===== src/hdl/flash_host_regs.svh =====
`ifndef FLASH_HOST_REGS_SVH
`define FLASH_HOST_REGS_SVH

// Clock
`define CLK_PERIOD_NS 4

// Read access time, least; rounded up to whole cycles
`define ACCESS_NS 55
`define ACC_CYC ((`ACCESS_NS + `CLK_PERIOD_NS - 1) / `CLK_PERIOD_NS)

// Write strobe low time, least
`define WE_PULSE_NS 35
`define WP_CYC ((`WE_PULSE_NS + `CLK_PERIOD_NS - 1) / `CLK_PERIOD_NS)

// Strobe high / bus turnaround time between cycles, least
`define GAP_NS 20
`define GAP_CYC ((`GAP_NS + `CLK_PERIOD_NS - 1) / `CLK_PERIOD_NS)

// Hardware reset pulse and recovery, least
`define RST_PULSE_NS 500
`define RST_CYC ((`RST_PULSE_NS + `CLK_PERIOD_NS - 1) / `CLK_PERIOD_NS)
`define RST_REC_NS 200
`define REC_CYC ((`RST_REC_NS + `CLK_PERIOD_NS - 1) / `CLK_PERIOD_NS)

// Unlock addresses (word form) and command codes
`define UNLOCK1_ADDR 20'h00555
`define UNLOCK2_ADDR 20'h002aa
`define UNLOCK1_DATA 16'h00aa
`define UNLOCK2_DATA 16'h0055
`define CMD_PROGRAM 16'h00a0
`define CMD_ERASE_SETUP 16'h0080
`define CMD_SECTOR_ERASE 16'h0030
`define CMD_CHIP_ERASE 16'h0010
`define CMD_SUSPEND 16'h00b0
`define CMD_RESUME 16'h0030
`define CMD_RESET 16'h00f0
`define CMD_BYPASS 16'h0020
`define CMD_BYPASS_EXIT1 16'h0090
`define CMD_BYPASS_EXIT2 16'h0000

// Status bit positions
`define TOGGLE_BIT 6
`define TIMEOUT_BIT 5

`endif


===== src/hdl/flash_host_pkg.sv =====
package flash_host_pkg;

   typedef enum logic [3:0] {
      OP_READ = 4'h0,
      OP_PROG = 4'h1,
      OP_SECT_ERASE = 4'h2,
      OP_CHIP_ERASE = 4'h3,
      OP_SUSPEND = 4'h4,
      OP_RESUME = 4'h5,
      OP_POLL = 4'h6,
      OP_ABORT = 4'h7,
      OP_BYPASS_ENTER = 4'h8,
      OP_BYPASS_EXIT = 4'h9,
      OP_HW_RESET = 4'ha,
      OP_SET_WIDTH = 4'hb
   } op_t;

   typedef enum logic [1:0] {
      PH_IDLE = 2'b00,
      PH_SETUP = 2'b01,
      PH_STROBE = 2'b10,
      PH_GAP = 2'b11
   } bus_ph_t;

   typedef enum logic [2:0] {
      ST_IDLE = 3'b000,
      ST_ISSUE = 3'b001,
      ST_BUS = 3'b010,
      ST_POLL = 3'b011,
      ST_RST_LOW = 3'b100,
      ST_RST_REC = 3'b101,
      ST_DONE = 3'b110
   } st_t;

endpackage


===== src/hdl/flash_bus_cycle.sv =====
`timescale 1ns/1ps
`default_nettype none
`include "flash_host_regs.svh"

module flash_bus_cycle #(
   parameter int ACC_CYC = `ACC_CYC,
   parameter int WP_CYC = `WP_CYC,
   parameter int GAP_CYC = `GAP_CYC
) (
   // Clock and reset
   input wire logic ref_clk,
   input wire logic arst_n,
   // Cycle request
   input wire logic start,
   input wire logic wr,
   input wire logic byte_mode,
   input wire logic [19:0] a_in,
   input wire logic am1_in,
   input wire logic [15:0] wdata,
   output logic [15:0] rdata,
   output logic done,
   // Flash pins
   output logic ce_n,
   output logic we_n,
   output logic oe_n,
   output logic [19:0] a,
   output logic [15:0] dq_o,
   output logic [15:0] dq_oe,
   input wire logic [15:0] dq_i
);
   import flash_host_pkg::*;

   bus_ph_t ph_ff;
   logic wr_ff;
   logic [7:0] cnt_ff;
   logic [15:0] dq_meta_ff;
   logic [15:0] dq_sync_ff;

   ////////////////////////////////////////////////////////////////////////////////
   // Data pins come from the flash's domain
   always_ff @(posedge ref_clk or negedge arst_n) begin
      if (!arst_n) begin
         dq_meta_ff <= 16'h0000;
         dq_sync_ff <= 16'h0000;
      end else begin
         dq_meta_ff <= dq_i;
         dq_sync_ff <= dq_meta_ff;
      end
   end

   ////////////////////////////////////////////////////////////////////////////////
   // Strobes kept separate so the bus never has two drivers
   always_ff @(posedge ref_clk or negedge arst_n) begin
      if (!arst_n) begin
         ph_ff <= PH_IDLE;
         wr_ff <= 1'b0;
         cnt_ff <= 8'h00;
         ce_n <= 1'b1;
         we_n <= 1'b1;
         oe_n <= 1'b1;
         a <= 20'h00000;
         dq_o <= 16'h0000;
         dq_oe <= 16'h0000;
         rdata <= 16'h0000;
         done <= 1'b0;
      end else begin
         done <= 1'b0;
         unique case (ph_ff)
            PH_IDLE: begin
               if (start) begin
                  ph_ff <= PH_SETUP;
                  wr_ff <= wr;
                  ce_n <= 1'b0; // RQ3
                  a <= a_in;
                  if (byte_mode) begin
                     // Byte mode: DQ15 carries the lowest address bit
                     dq_o <= {am1_in, 7'h00, wdata[7:0]}; // RQ1
                     dq_oe <= {1'b1, 7'h00, {8{wr}}}; // RQ1
                  end else begin
                     dq_o <= wdata;
                     dq_oe <= {16{wr}};
                  end
               end
            end
            PH_SETUP: begin
               ph_ff <= PH_STROBE;
               cnt_ff <= 8'h00;
               we_n <= ~wr_ff; // RQ4
               oe_n <= wr_ff; // RQ3
            end
            PH_STROBE: begin
               cnt_ff <= cnt_ff + 8'h01;
               // Reads wait two extra cycles for the data synchroniser
               if (wr_ff ? (cnt_ff == 8'(WP_CYC - 1)) : (cnt_ff == 8'(ACC_CYC + 1))) begin
                  we_n <= 1'b1;
                  oe_n <= 1'b1;
                  rdata <= byte_mode ? {8'h00, dq_sync_ff[7:0]} : dq_sync_ff; // RQ1
                  ph_ff <= PH_GAP;
                  cnt_ff <= 8'h00;
               end
            end
            PH_GAP: begin
               ce_n <= 1'b1;
               cnt_ff <= cnt_ff + 8'h01;
               if (cnt_ff == 8'(GAP_CYC - 1)) begin
                  dq_oe <= 16'h0000;
                  ph_ff <= PH_IDLE;
                  done <= 1'b1;
               end
            end
         endcase
      end
   end

endmodule

`default_nettype wire


===== src/hdl/flash_host_ctrl.sv =====
`timescale 1ns/1ps
`default_nettype none
`include "flash_host_regs.svh"

// How it works
// RQ1 - Word mode uses all sixteen data lines, byte mode only the low eight.
// RQ2 - Address covers 2M bytes or 1M words depending on width.
// RQ3 - Chip select, write and output strobes are separate active-low pins.
// RQ4 - Commands are plain write cycles into the flash command register.
// RQ5 - Flash latches address and data on each command write.
// RQ6 - Program sequence starts a self-timed program; host only waits.
// RQ7 - In bypass mode a program takes two writes instead of four.
// RQ8 - Erase sequence starts a self-timed erase; host only waits.
// RQ9 - Completion is seen on the ready/busy pin or the toggle bit.
// RQ10 - After completion the flash reads array data and takes new commands.
// RQ11 - Sector erase touches only the addressed sector.
// RQ12 - Flash ignores writes while its supply is too low.
// RQ13 - Protected sectors refuse program and erase.
// RQ14 - Erase can be held, other sectors used, then resumed.
// RQ15 - Reset pin aborts any operation and returns the flash to array read.
// RQ16 - Flash sleeps itself when addresses stay unchanged.
// RQ17 - Host puts the flash in standby by holding chip select high.
// RQ18 - Invalid sequences leave the flash reading array data unchanged.
module flash_host_ctrl #(
   parameter int RST_CYC = `RST_CYC,
   parameter int REC_CYC = `REC_CYC
) (
   // Clock and reset
   input wire logic ref_clk,
   input wire logic arst_n,
   // User command
   input wire logic cmd_valid,
   input wire flash_host_pkg::op_t cmd_op,
   input wire logic [20:0] cmd_addr,
   input wire logic [15:0] cmd_data,
   output logic cmd_ready,
   // User answer
   output logic rsp_valid,
   output logic [15:0] rsp_data,
   output logic rsp_err,
   // Status
   output logic flash_busy,
   output logic bypass_active,
   output logic byte_mode,
   // Flash pins
   output logic ce_n,
   output logic we_n,
   output logic oe_n,
   output logic [19:0] addr,
   output logic [15:0] dq_o,
   output logic [15:0] dq_oe,
   input wire logic [15:0] dq_i,
   output logic byte_n,
   output logic reset_n,
   input wire logic ready_busy_output
);
   import flash_host_pkg::*;

   st_t st_ff;
   op_t op_ff;
   logic [20:0] uaddr_ff;
   logic [15:0] udata_ff;
   logic [2:0] step_ff;
   logic [15:0] cnt_ff;
   logic poll_first_ff;
   logic [15:0] prev_ff;
   logic rdy_meta_ff;
   logic rdy_sync_ff;
   logic start_ff;
   logic wr_ff;
   logic [19:0] a_ff;
   logic am1_ff;
   logic [15:0] wd_ff;
   logic [15:0] bus_rdata;
   logic bus_done;
   logic [37:0] seq;

   ////////////////////////////////////////////////////////////////////////////////
   // Command cycle table: {last, user address, word address, data}
   function automatic logic [37:0] seq_step(input op_t op, input logic [2:0] step,
                                             input logic byp, input logic [15:0] d);
      logic [37:0] r;
      r = {1'b1, 1'b0, 20'h00000, `CMD_RESET};
      unique case (op)
         OP_PROG: begin
            if (byp) begin // RQ7
               r = (step == 3'd0) ? {2'b00, 20'h00000, `CMD_PROGRAM} : {2'b11, 20'h00000, d};
            end else begin
               unique case (step)
                  3'd0: r = {2'b00, `UNLOCK1_ADDR, `UNLOCK1_DATA};
                  3'd1: r = {2'b00, `UNLOCK2_ADDR, `UNLOCK2_DATA};
                  3'd2: r = {2'b00, `UNLOCK1_ADDR, `CMD_PROGRAM};
                  default: r = {2'b11, 20'h00000, d}; // RQ6
               endcase
            end
         end
         OP_SECT_ERASE, OP_CHIP_ERASE: begin
            unique case (step)
               3'd0, 3'd3: r = {2'b00, `UNLOCK1_ADDR, `UNLOCK1_DATA};
               3'd1, 3'd4: r = {2'b00, `UNLOCK2_ADDR, `UNLOCK2_DATA};
               3'd2: r = {2'b00, `UNLOCK1_ADDR, `CMD_ERASE_SETUP};
               default: begin // RQ8
                  if (op == OP_SECT_ERASE) begin
                     r = {2'b11, 20'h00000, `CMD_SECTOR_ERASE}; // RQ11
                  end else begin
                     r = {2'b10, `UNLOCK1_ADDR, `CMD_CHIP_ERASE};
                  end
               end
            endcase
         end
         OP_SUSPEND: r = {2'b10, 20'h00000, `CMD_SUSPEND}; // RQ14
         OP_RESUME: r = {2'b10, 20'h00000, `CMD_RESUME}; // RQ14
         OP_BYPASS_ENTER: begin
            unique case (step)
               3'd0: r = {2'b00, `UNLOCK1_ADDR, `UNLOCK1_DATA};
               3'd1: r = {2'b00, `UNLOCK2_ADDR, `UNLOCK2_DATA};
               default: r = {2'b10, `UNLOCK1_ADDR, `CMD_BYPASS};
            endcase
         end
         OP_BYPASS_EXIT: begin
            if (step == 3'd0) begin
               r = {2'b00, 20'h00000, `CMD_BYPASS_EXIT1};
            end else begin
               r = {2'b10, 20'h00000, `CMD_BYPASS_EXIT2};
            end
         end
         default: r = {1'b1, 1'b0, 20'h00000, `CMD_RESET}; // RQ18
      endcase
      return r;
   endfunction

   assign seq = seq_step(op_ff, step_ff, bypass_active, udata_ff);

   ////////////////////////////////////////////////////////////////////////////////
   // Ready/busy pin is open drain from another domain
   always_ff @(posedge ref_clk or negedge arst_n) begin
      if (!arst_n) begin
         rdy_meta_ff <= 1'b0;
         rdy_sync_ff <= 1'b0;
         flash_busy <= 1'b1;
      end else begin
         rdy_meta_ff <= ready_busy_output;
         rdy_sync_ff <= rdy_meta_ff;
         flash_busy <= ~rdy_sync_ff; // RQ9
      end
   end

   ////////////////////////////////////////////////////////////////////////////////
   // Sequencer
   always_ff @(posedge ref_clk or negedge arst_n) begin
      if (!arst_n) begin
         st_ff <= ST_IDLE;
         op_ff <= OP_READ;
         uaddr_ff <= 21'h000000;
         udata_ff <= 16'h0000;
         step_ff <= 3'd0;
         cnt_ff <= 16'h0000;
         poll_first_ff <= 1'b0;
         prev_ff <= 16'h0000;
         start_ff <= 1'b0;
         wr_ff <= 1'b0;
         a_ff <= 20'h00000;
         am1_ff <= 1'b0;
         wd_ff <= 16'h0000;
         cmd_ready <= 1'b0;
         rsp_valid <= 1'b0;
         rsp_data <= 16'h0000;
         rsp_err <= 1'b0;
         bypass_active <= 1'b0;
         byte_mode <= 1'b0;
         byte_n <= 1'b1;
         reset_n <= 1'b0;
      end else begin
         start_ff <= 1'b0;
         rsp_valid <= 1'b0;
         unique case (st_ff)
            ST_IDLE: begin
               // Chip select stays high here: the flash drops to standby
               reset_n <= 1'b1; // RQ17
               cmd_ready <= 1'b1;
               if (cmd_valid && cmd_ready) begin
                  cmd_ready <= 1'b0;
                  op_ff <= cmd_op;
                  uaddr_ff <= cmd_addr;
                  udata_ff <= cmd_data;
                  step_ff <= 3'd0;
                  cnt_ff <= 16'h0000;
                  poll_first_ff <= 1'b1;
                  rsp_err <= 1'b0;
                  unique case (cmd_op)
                     OP_HW_RESET: st_ff <= ST_RST_LOW;
                     OP_SET_WIDTH: begin
                        byte_mode <= cmd_data[0]; // RQ2
                        byte_n <= ~cmd_data[0];
                        st_ff <= ST_DONE;
                     end
                     OP_SECT_ERASE, OP_CHIP_ERASE, OP_BYPASS_ENTER: begin
                        // Bypass mode only knows program and exit; refuse erases and a second bypass entry
                        st_ff <= bypass_active ? ST_DONE : ST_ISSUE; // RQ18
                        rsp_err <= bypass_active;
                     end
                     default: st_ff <= ST_ISSUE;
                  endcase
               end
            end
            ST_ISSUE: begin
               start_ff <= 1'b1;
               st_ff <= ST_BUS;
               if (op_ff == OP_READ || op_ff == OP_POLL) begin
                  wr_ff <= 1'b0;
                  a_ff <= byte_mode ? uaddr_ff[20:1] : uaddr_ff[19:0]; // RQ2
                  am1_ff <= uaddr_ff[0];
               end else begin
                  wr_ff <= 1'b1; // RQ4
                  // Word form of an unlock address gives its byte form as {a, ~a[0]}
                  if (seq[36]) begin
                     a_ff <= byte_mode ? uaddr_ff[20:1] : uaddr_ff[19:0]; // RQ5
                     am1_ff <= uaddr_ff[0];
                  end else begin
                     a_ff <= seq[35:16];
                     am1_ff <= ~seq[16];
                  end
                  wd_ff <= seq[15:0];
               end
            end
            ST_BUS: begin
               if (bus_done) begin
                  if (op_ff == OP_READ) begin
                     rsp_data <= bus_rdata; // RQ10
                     st_ff <= ST_DONE;
                  end else if (op_ff == OP_POLL) begin
                     st_ff <= ST_POLL;
                  end else if (seq[37]) begin
                     if (op_ff == OP_BYPASS_ENTER) begin
                        bypass_active <= 1'b1; // RQ7
                     end else if (op_ff == OP_BYPASS_EXIT) begin
                        bypass_active <= 1'b0;
                     end
                     st_ff <= ST_DONE;
                  end else begin
                     step_ff <= step_ff + 3'd1;
                     st_ff <= ST_ISSUE;
                  end
               end
            end
            ST_POLL: begin
               // Done once the toggle bit stops and the pin shows ready
               poll_first_ff <= 1'b0;
               prev_ff <= bus_rdata;
               rsp_data <= bus_rdata;
               if (!poll_first_ff && (bus_rdata[`TOGGLE_BIT] == prev_ff[`TOGGLE_BIT])
                   && rdy_sync_ff) begin
                  st_ff <= ST_DONE; // RQ9
               end else if (!poll_first_ff && prev_ff[`TIMEOUT_BIT]
                            && bus_rdata[`TOGGLE_BIT] != prev_ff[`TOGGLE_BIT]) begin
                  // Still toggling after the time-limit flag: failed or protected
                  rsp_err <= 1'b1; // RQ13
                  st_ff <= ST_DONE;
               end else begin
                  st_ff <= ST_ISSUE;
               end
            end
            ST_RST_LOW: begin
               reset_n <= 1'b0; // RQ15
               bypass_active <= 1'b0;
               cnt_ff <= cnt_ff + 16'h0001;
               if (cnt_ff == 16'(RST_CYC - 1)) begin
                  cnt_ff <= 16'h0000;
                  st_ff <= ST_RST_REC;
               end
            end
            ST_RST_REC: begin
               reset_n <= 1'b1;
               cnt_ff <= cnt_ff + 16'h0001;
               if (cnt_ff == 16'(REC_CYC - 1)) begin
                  st_ff <= ST_DONE;
               end
            end
            ST_DONE: begin
               rsp_valid <= 1'b1;
               st_ff <= ST_IDLE;
            end
            default: st_ff <= ST_IDLE;
         endcase
      end
   end

   ////////////////////////////////////////////////////////////////////////////////
   flash_bus_cycle u_bus (
      .ref_clk(ref_clk),
      .arst_n(arst_n),
      .start(start_ff),
      .wr(wr_ff),
      .byte_mode(byte_mode),
      .a_in(a_ff),
      .am1_in(am1_ff),
      .wdata(wd_ff),
      .rdata(bus_rdata),
      .done(bus_done),
      .ce_n(ce_n),
      .we_n(we_n),
      .oe_n(oe_n),
      .a(addr),
      .dq_o(dq_o),
      .dq_oe(dq_oe),
      .dq_i(dq_i)
   );

endmodule

`default_nettype wire


===== config.mk =====
export PLATFORM = sky130hd
export DESIGN_NAME = flash_host_ctrl
export DESIGN_NICKNAME = d
export VERILOG_FILES = /design/src/hdl/flash_host_pkg.sv /design/src/hdl/flash_bus_cycle.sv /design/src/hdl/flash_host_ctrl.sv
export VERILOG_INCLUDE_DIRS = /design/src /design/src/hdl
export SDC_FILE = /design/constraint.sdc
export NUM_CORES = 1
export LEC_CHECK = 0
export ABC_AREA = 1
export BUFFER_PORTS_ARGS = -buffer_cell sky130_fd_sc_hd__buf_2
export CAP_MARGIN = 0
export CORE_MARGIN = 1.5
export CORE_UTILIZATION = 31
export CTS_BUF_LIST = sky130_fd_sc_hd__clkbuf_8
export CTS_CLUSTER_SIZE = 16
export DETAILED_ROUTE_END_ITERATION = 8
export PLACE_DENSITY_LB_ADDON = 0.05
export SYNTH_ARGS = -nofsm -noshare
export SYNTH_HDL_FRONTEND = slang
export SYNTH_HIERARCHICAL = 1
export SYNTH_SLANG_ARGS = --single-unit

===== constraint.sdc =====
create_clock -name ref_clk -period 2.3 [get_ports ref_clk]
set_input_delay 0 -clock ref_clk [delete_from_list [all_inputs] [get_ports ref_clk]]
set_output_delay 0 -clock ref_clk [all_outputs]
set_load 0.02 [all_outputs]

Yosys cells after proc, flatten, opt, wreduce, memory -nomap -nowiden
Index checks and enable logic that the tools add are counted.
Storage, ports and cells
  register bits after elaboration: 251
  input bits: 61
  output and inout port bits: 79
  word-level logic and storage cells: 210
Cells by class
  $add $sub $neg: 3
  eq/ne operators: 48
  muxes and demuxes: 76
  bitwise operators: 5
  reduce and logical (&&, ||, !) cells: 41
Operators with widths (number)
  $pmux W38 S3: 2
  $pmux W38 S6: 1
  $mux W16: 9
  $mux W38: 3
  $pmux W38 S2: 1
  $pmux W16 S2: 2
  $mux W20: 3
  $pmux W16 S3: 1
  $mux W3: 15
  $mux W37: 1
  $pmux W8 S3: 1
  $mux W1: 22
  $ne A2 B2 Y1 const B: 11
  $eq A4 B4 Y1 const B: 5
  $pmux W3 S6: 1
  $add A16 B1 Y16 const B: 1
  $eq A16 B6 Y1 const B: 1
  $eq A16 B7 Y1 const B: 1
  $eq A4 B2 Y1 const B: 4
  $eq A8 B4 Y1 const B: 2
  $reduce_and A2 Y1: 8
  $pmux W1 S2: 7
  $reduce_bool A2 Y1: 7
  $eq A3 B2 Y1 const B: 4
  31 further kinds: 60

Depth between registers and ports, before layout
  depth after elaboration: 9
  depth in mapped cells: 14
  gate-level depth less buffers: 14

Cells and area by module
Netlist, hierarchy kept.
By module, submodules not included
  flash_host_ctrl: instances 1, cells each 787, area each 6527.5 sq um, seq. area each 3280.6 sq um
  flash_bus_cycle: instances 1, cells each 403, area each 3967.6 sq um, seq. area each 2556.2 sq um

Least setup slack after synthesis
OpenSTA, ideal clock, no wires.
  path type: reg2reg
  start: reg step_ff[0]
  end: reg a_ff[1]
  setup time: 0.118 ns
  data arrival time: 1.622 ns
  data required time: 2.182 ns
  slack: 0.561 ns
  stages on the path, launching flop included: 13
  path buffers: 1
  period minus slack after synthesis: 1.739 ns
  cell sequence: dfrtp_1 -> inv_1 -> ha_1 -> o21ai_2 -> nand2_2 -> nand2_1 -> nand2_2 -> nand2_1 -> nor2_2 -> buf_6 -> nand2_2 -> nand3_1 -> nand2_1
On the way
  cells in the longest elaborated chain, start to end: 6
  elaborated cells between the ends (all ways): 15
  classes of those cells: 4 x eq/ne; 8 x mux; 3 x reduce/logical
Ends and longest elaborated chain
  start, declared: line flash_host_ctrl.sv:63  | logic [2:0] step_ff;
  start signal, assigned: line flash_host_ctrl.sv:241  | step_ff <= step_ff + 3'd1;
  $eq A3 B1 Y1, or another cell as far along: line flash_host_ctrl.sv:89, flash_host_ctrl.sv:98, flash_host_ctrl.sv:114
  $reduce_or A2 Y1, or another cell as far along
  $pmux W38 S3 or $mux W38 (tied branches): line flash_host_ctrl.sv:98, flash_host_ctrl.sv:86
  $pmux W38 S6 *: line flash_host_ctrl.sv:84  | unique case (op)
  $mux W20 *: line flash_host_ctrl.sv:216  | if (seq[36]) begin
  $mux W20 *: line flash_host_ctrl.sv:209  | if (op_ff == OP_READ || op_ff == OP_POLL) begin
  end signal, assigned: line flash_host_ctrl.sv:211  | a_ff <= byte_mode ? uaddr_ff[20:1] : uaddr_ff[19:0];
  end signal, assigned: line flash_host_ctrl.sv:217  | a_ff <= byte_mode ? uaddr_ff[20:1] : uaddr_ff[19:0];
  end signal, assigned: line flash_host_ctrl.sv:220  | a_ff <= seq[35:16];
  end, declared: line flash_host_ctrl.sv:71  | logic [19:0] a_ff;
Mark *: on every way between the ends. The rest lies on a longest branch, timed or not.
A chain may end at the register's enable or synchronous reset.

Worst setup path after layout
  start: reg step_ff[0]
  end: reg wd_ff[4]
On the way
  cells in the longest elaborated chain, start to end: 4
  elaborated cells between the ends (all ways): 14
  classes of those cells: 4 x eq/ne; 7 x mux; 3 x reduce/logical
Ends and longest elaborated chain
  $eq A3 B1 Y1, or another cell as far along: line flash_host_ctrl.sv:89, flash_host_ctrl.sv:98, flash_host_ctrl.sv:114
  $reduce_or A2 Y1, or another cell as far along
  $pmux W38 S3 or $mux W38 (tied branches): line flash_host_ctrl.sv:98, flash_host_ctrl.sv:86
  $pmux W38 S6 *: line flash_host_ctrl.sv:84
  end signal, assigned: line flash_host_ctrl.sv:223  | wd_ff <= seq[15:0];
  end, declared: line flash_host_ctrl.sv:73  | logic [15:0] wd_ff;
Marks and branches as above.

==> results.md <==
* Overall fraction of global-route tracks in use at 16.51%
* Total number of vias at 8,370
* Clk network pwr share at 27.3%
* Starting utilization of the core area at 31.38%
* Cell type contributing the most total cell area after synthesis: sky130_fd_sc_hd__dfrtp_1
* WP data arrival at 2.51 ns
* Fill cell instance count of the final layout at 3,443
* Number of gates given a new drive strength after cts at 0
* Highest layer used for signal routing: met4
* Post-synthesis instance area at 10,500 µm²
* Switching Power at 6570 µW
* Die outline height at 187.0 µm
* Total count of max-transition violations in the final report at 0
* Leading cell types in the layout, fill and taps excluded: 445 x sky130_fd_sc_hd__nand2_1, 228 x sky130_fd_sc_hd__dfrtp_1, 138 x sky130_fd_sc_hd__buf_2
* Maximum operating frequency at 480.9 MHz
* Critical R2R Capture: wd_ff[4]$_DFFE_PN0P_
* Maximum number of buffers from clock root to sink at 3
* Sequential cell area fraction in the yosys report at 55.62%
* Final hold violation count at 0
* Number of maximum-capacitance constraint violations at 0
* Switch share at 40.67%
* Crit. End Element: flip-flop
* Worst Tran Pin Value at 0.4559 ns
* Minimum period implied by the final worst setup slack at 2.079 ns
* Worst setup path endpoint: wd_ff[4]$_DFFE_PN0P_
* Unrepaired setup endpoints after global routing: no
* Slew HR at 69.53%
* Tcrit/Tclk final at 90.41%
* Routed Wire Length at 27,980 µm
* Global-route wire length before repair at 46,380 µm
* Antenna Diode Count at 0
* Result of the run: finished, final reports clean
* Most common cell after layout, fill and taps aside: sky130_fd_sc_hd__nand2_1
* Element type at the critical path start: flip-flop
* Cell-internal power at 9583 µW
* Top-Level Pins at 140
* Count of port buffers added during placement at 139
* Final weighted congestion in routability-driven placement at 0.8421
* Syn Area/Cell at 8.819 µm²
* Post-synth net total at 1,265
* Die X-Extent at 187.0 µm
* Fraction of layout instances using a drive strength above 1 at 22.18%
* Hold Crit Class: primary input to async pin
* Gate count after technology mapping at 1,190
* Post-route total power at 16,150 µW
* Seq pwr share at 37.4%
* Floorplan core area at 33,450 µm²
* Peak ir drop on the vdd network at 0.4801 mV
* Number of DRC markers after the initial detailed-route iteration at 407
* Initial antenna violation count at 0
* Post-route met1 wirelength at 13,910 µm
* Insertion delay of the later-clocked pin in the worst-skew pair at 0.59 ns
* Fraction of synthesized cell area taken by the top area cell type at 54.36%
* Final Hold Slack at 0.05165 ns
* Slack of the worst reg-to-reg path at 0.22 ns
* Antenna-violating nets left at 0
* Final nets at 1,488
* Warning count from the yosys run at 6
* Logic gate share of total power at 35.2%
* Synth area leaders: sky130_fd_sc_hd__dfrtp_1 54%, sky130_fd_sc_hd__nand2_1 16%, sky130_fd_sc_hd__o21ai_0 3.4%
* Maximum fanout along the worst path at 5
* Reg-to-reg startpoint: step_ff[0]$_DFFE_PN0P_
* Final Instance Area at 13,260 µm²
* Final number of setup-violating endpoints at 0
* Wire length on met2 at 12,360 µm
* CTS Root Cell: sky130_fd_sc_hd__clkbuf_8
* Critical Path RT at 2.74 ns
* Router iterations before antenna repair at 6
* Detailed-route wire length per cell at 14.76 µm
* Pin count of the biggest net entering global routing at 67
* Met3 wirelength from detailed routing at 1094 µm
* Crit. Startpoint: step_ff[0]$_DFFE_PN0P_
* Number of library cell types mapped by synthesis at 47
* Leak at 0.006821 µW
* Power per unit of standard cell area at 1218 nW/µm²
* Register clock-pin slew on the reported worst setup and hold paths at 0.06 ns
* Type of the worst setup path: flip-flop to flip-flop
* Setup skew after layout at 0.03455 ns
* Drt via density at 4.417
* Layout Area Growth over Synthesis at 26.35%
* Remaining global-route overflow at 0
* #FFs+latches synth at 233
* Area of the die at 34,970 µm²
* CTS tree: done
* Row Count at 67
* Placed inst area at 11,650 µm²
* Number of global-route vias before repair at 8,652
* DRC errors left at 0
* Total half-perimeter wirelength after legalization and detailed placement at 19,210 µm
* CTS HTree Levels at 2
* Clock net sink count at 233
* Worst R2R Path Depth at 10
* Number of buffers inserted during clock tree synthesis at 45
* Final total negative setup slack at 0 ns
==> registers in the layout (all words and copies together) (netlist names), 2 cells and up <==
| signal | count |
|---|---|
| prev_ff | 2 |
| u_bus/cnt_ff | 8 |
| op_ff | 4 |
| rsp_data | 16 |
| udata_ff | 16 |
| uaddr_ff | 21 |
| u_bus/dq_meta_ff | 16 |
| u_bus/rdata | 16 |
| u_bus/dq_o | 16 |
| a_ff | 20 |
| wd_ff | 16 |
| st_ff | 3 |
| u_bus/a | 20 |
| u_bus/ph_ff | 2 |
| step_ff | 3 |
| u_bus/dq_oe | 3 |
| u_bus/dq_sync_ff | 16 |
| cnt_ff | 16 |
==> power groups by stage <==
stage	clock, µW	sequential [µW]	combinational, µW
2_1_floorplan	0	6280	3730
4_1_cts	4570	6060	5790
3_5_place_dp	0	6120	5680
6_report	4420	6050	5690
5_1_grt	4790	6190	6430
3_3_place_gp	0	6130	5670
==> critical path, cell delays in order, from the launching register on <==
cell and delay [ns]:
sky130_fd_sc_hd__dfrtp_1 0.41, sky130_fd_sc_hd__inv_1 0.11, sky130_fd_sc_hd__ha_1 0.29, sky130_fd_sc_hd__nand2_1 0.09, sky130_fd_sc_hd__nand2_1 0.10, sky130_fd_sc_hd__nand2_1 0.09, sky130_fd_sc_hd__nand2_1 0.05, sky130_fd_sc_hd__nor2_1 0.34
sky130_fd_sc_hd__nand3_1 0.12, sky130_fd_sc_hd__a21oi_1 0.27, sky130_fd_sc_hd__a21oi_1 0.08
==> layer usage <==
layer	vias up	track usage, %
li1	4229	-
met1	3938	23.11
met2	155	25.98
met3	48	3.077
met4	0	4.963
met5	-	0
==> stage by stage <==
step / worst slack [ns] / cells / utilization, %
3_5_place_dp: 0.2387 / 1752 / 34.84
5_1_grt: 0.005151 / 1895 / 39.64
3_3_place_gp: 0.2982 / 1752 / 34.84
2_1_floorplan: 0.5608 / 1190 / -
4_1_cts: 0.2396 / 1895 / 39.64
6_report: 0.2206 / 1895 / 39.64
==> cell usage after synthesis, drive strengths merged <==
| master | instances |
|---|---|
| nand3b | 4 |
| a2bb2oi | 1 |
| nand4 | 11 |
| buf | 35 |
| clkinv | 1 |
| xnor2 | 1 |
| nor3b | 1 |
| nand3 | 55 |
| o21ai | 95 |
| clkbuf | 12 |
| xor2 | 10 |
| o211ai | 16 |
| dfstp | 5 |
| or2 | 8 |
| o21bai | 3 |
| ha | 14 |
| inv | 103 |
| dfrtp | 228 |
| nor2 | 71 |
| nor3 | 13 |
| nor4 | 1 |
| a21oi | 21 |
| o2111ai | 2 |
| mux2 | 15 |
| nand2 | 461 |
| a21o | 1 |
| o22a | 1 |
| a31oi | 1 |
==> timing repair <==
| item | CTS | global route |
|---|---|---|
| hold endpoints to repair | 293 | 0 |
| setup buffers | 0 | 0 |
| hold buffers | 62 | 0 |
==> worst min-delay path by stage <==
stage                                                end  slack, ns
after floorplan                      a_ff[0]$_DFFE_PN0P_      -0.30
after global placement     u_bus/dq_sync_ff[8]$_DFF_PN0_      -0.08
after detailed placement   u_bus/dq_sync_ff[8]$_DFF_PN0_      -0.08
after CTS                       rsp_data[13]$_DFFE_PN0P_       0.02
after global routing      u_bus/dq_meta_ff[15]$_DFF_PN0_       0.04
final                           rsp_data[13]$_DFFE_PN0P_       0.05
==> area by class of cell <==
class                           instances  area (µm²)  area share, %
Clock buffer                           58       798.3          6.020
Sequential cell                       233        5837          44.02
Multi-Input combinational cell        806        3954          29.82
Inverter                              104       392.9          2.963
Timing Repair Buffer                  223        1539          11.61
Clock inverter                         23       178.9          1.349
Tap cell                              448       560.5          4.227
==> cells by family (layout without fill, tap and decap cells) <==
group                    after synthesis  in the layout  share of synthesized area [%]
flip-flops                           233            233                          55.62
XOR/XNOR                              11             11                         0.9180
AO/OA/AOI/OAI                        141            141                          7.749
AND/OR/NAND/NOR                      625            625                          25.42
multiplexers                          15             15                          1.896
adder cells (fa/ha/maj)               14             14                          1.669
buffers and inverters                151            408                          6.736
No activity file was read; power rests on OpenSTA's default activity.
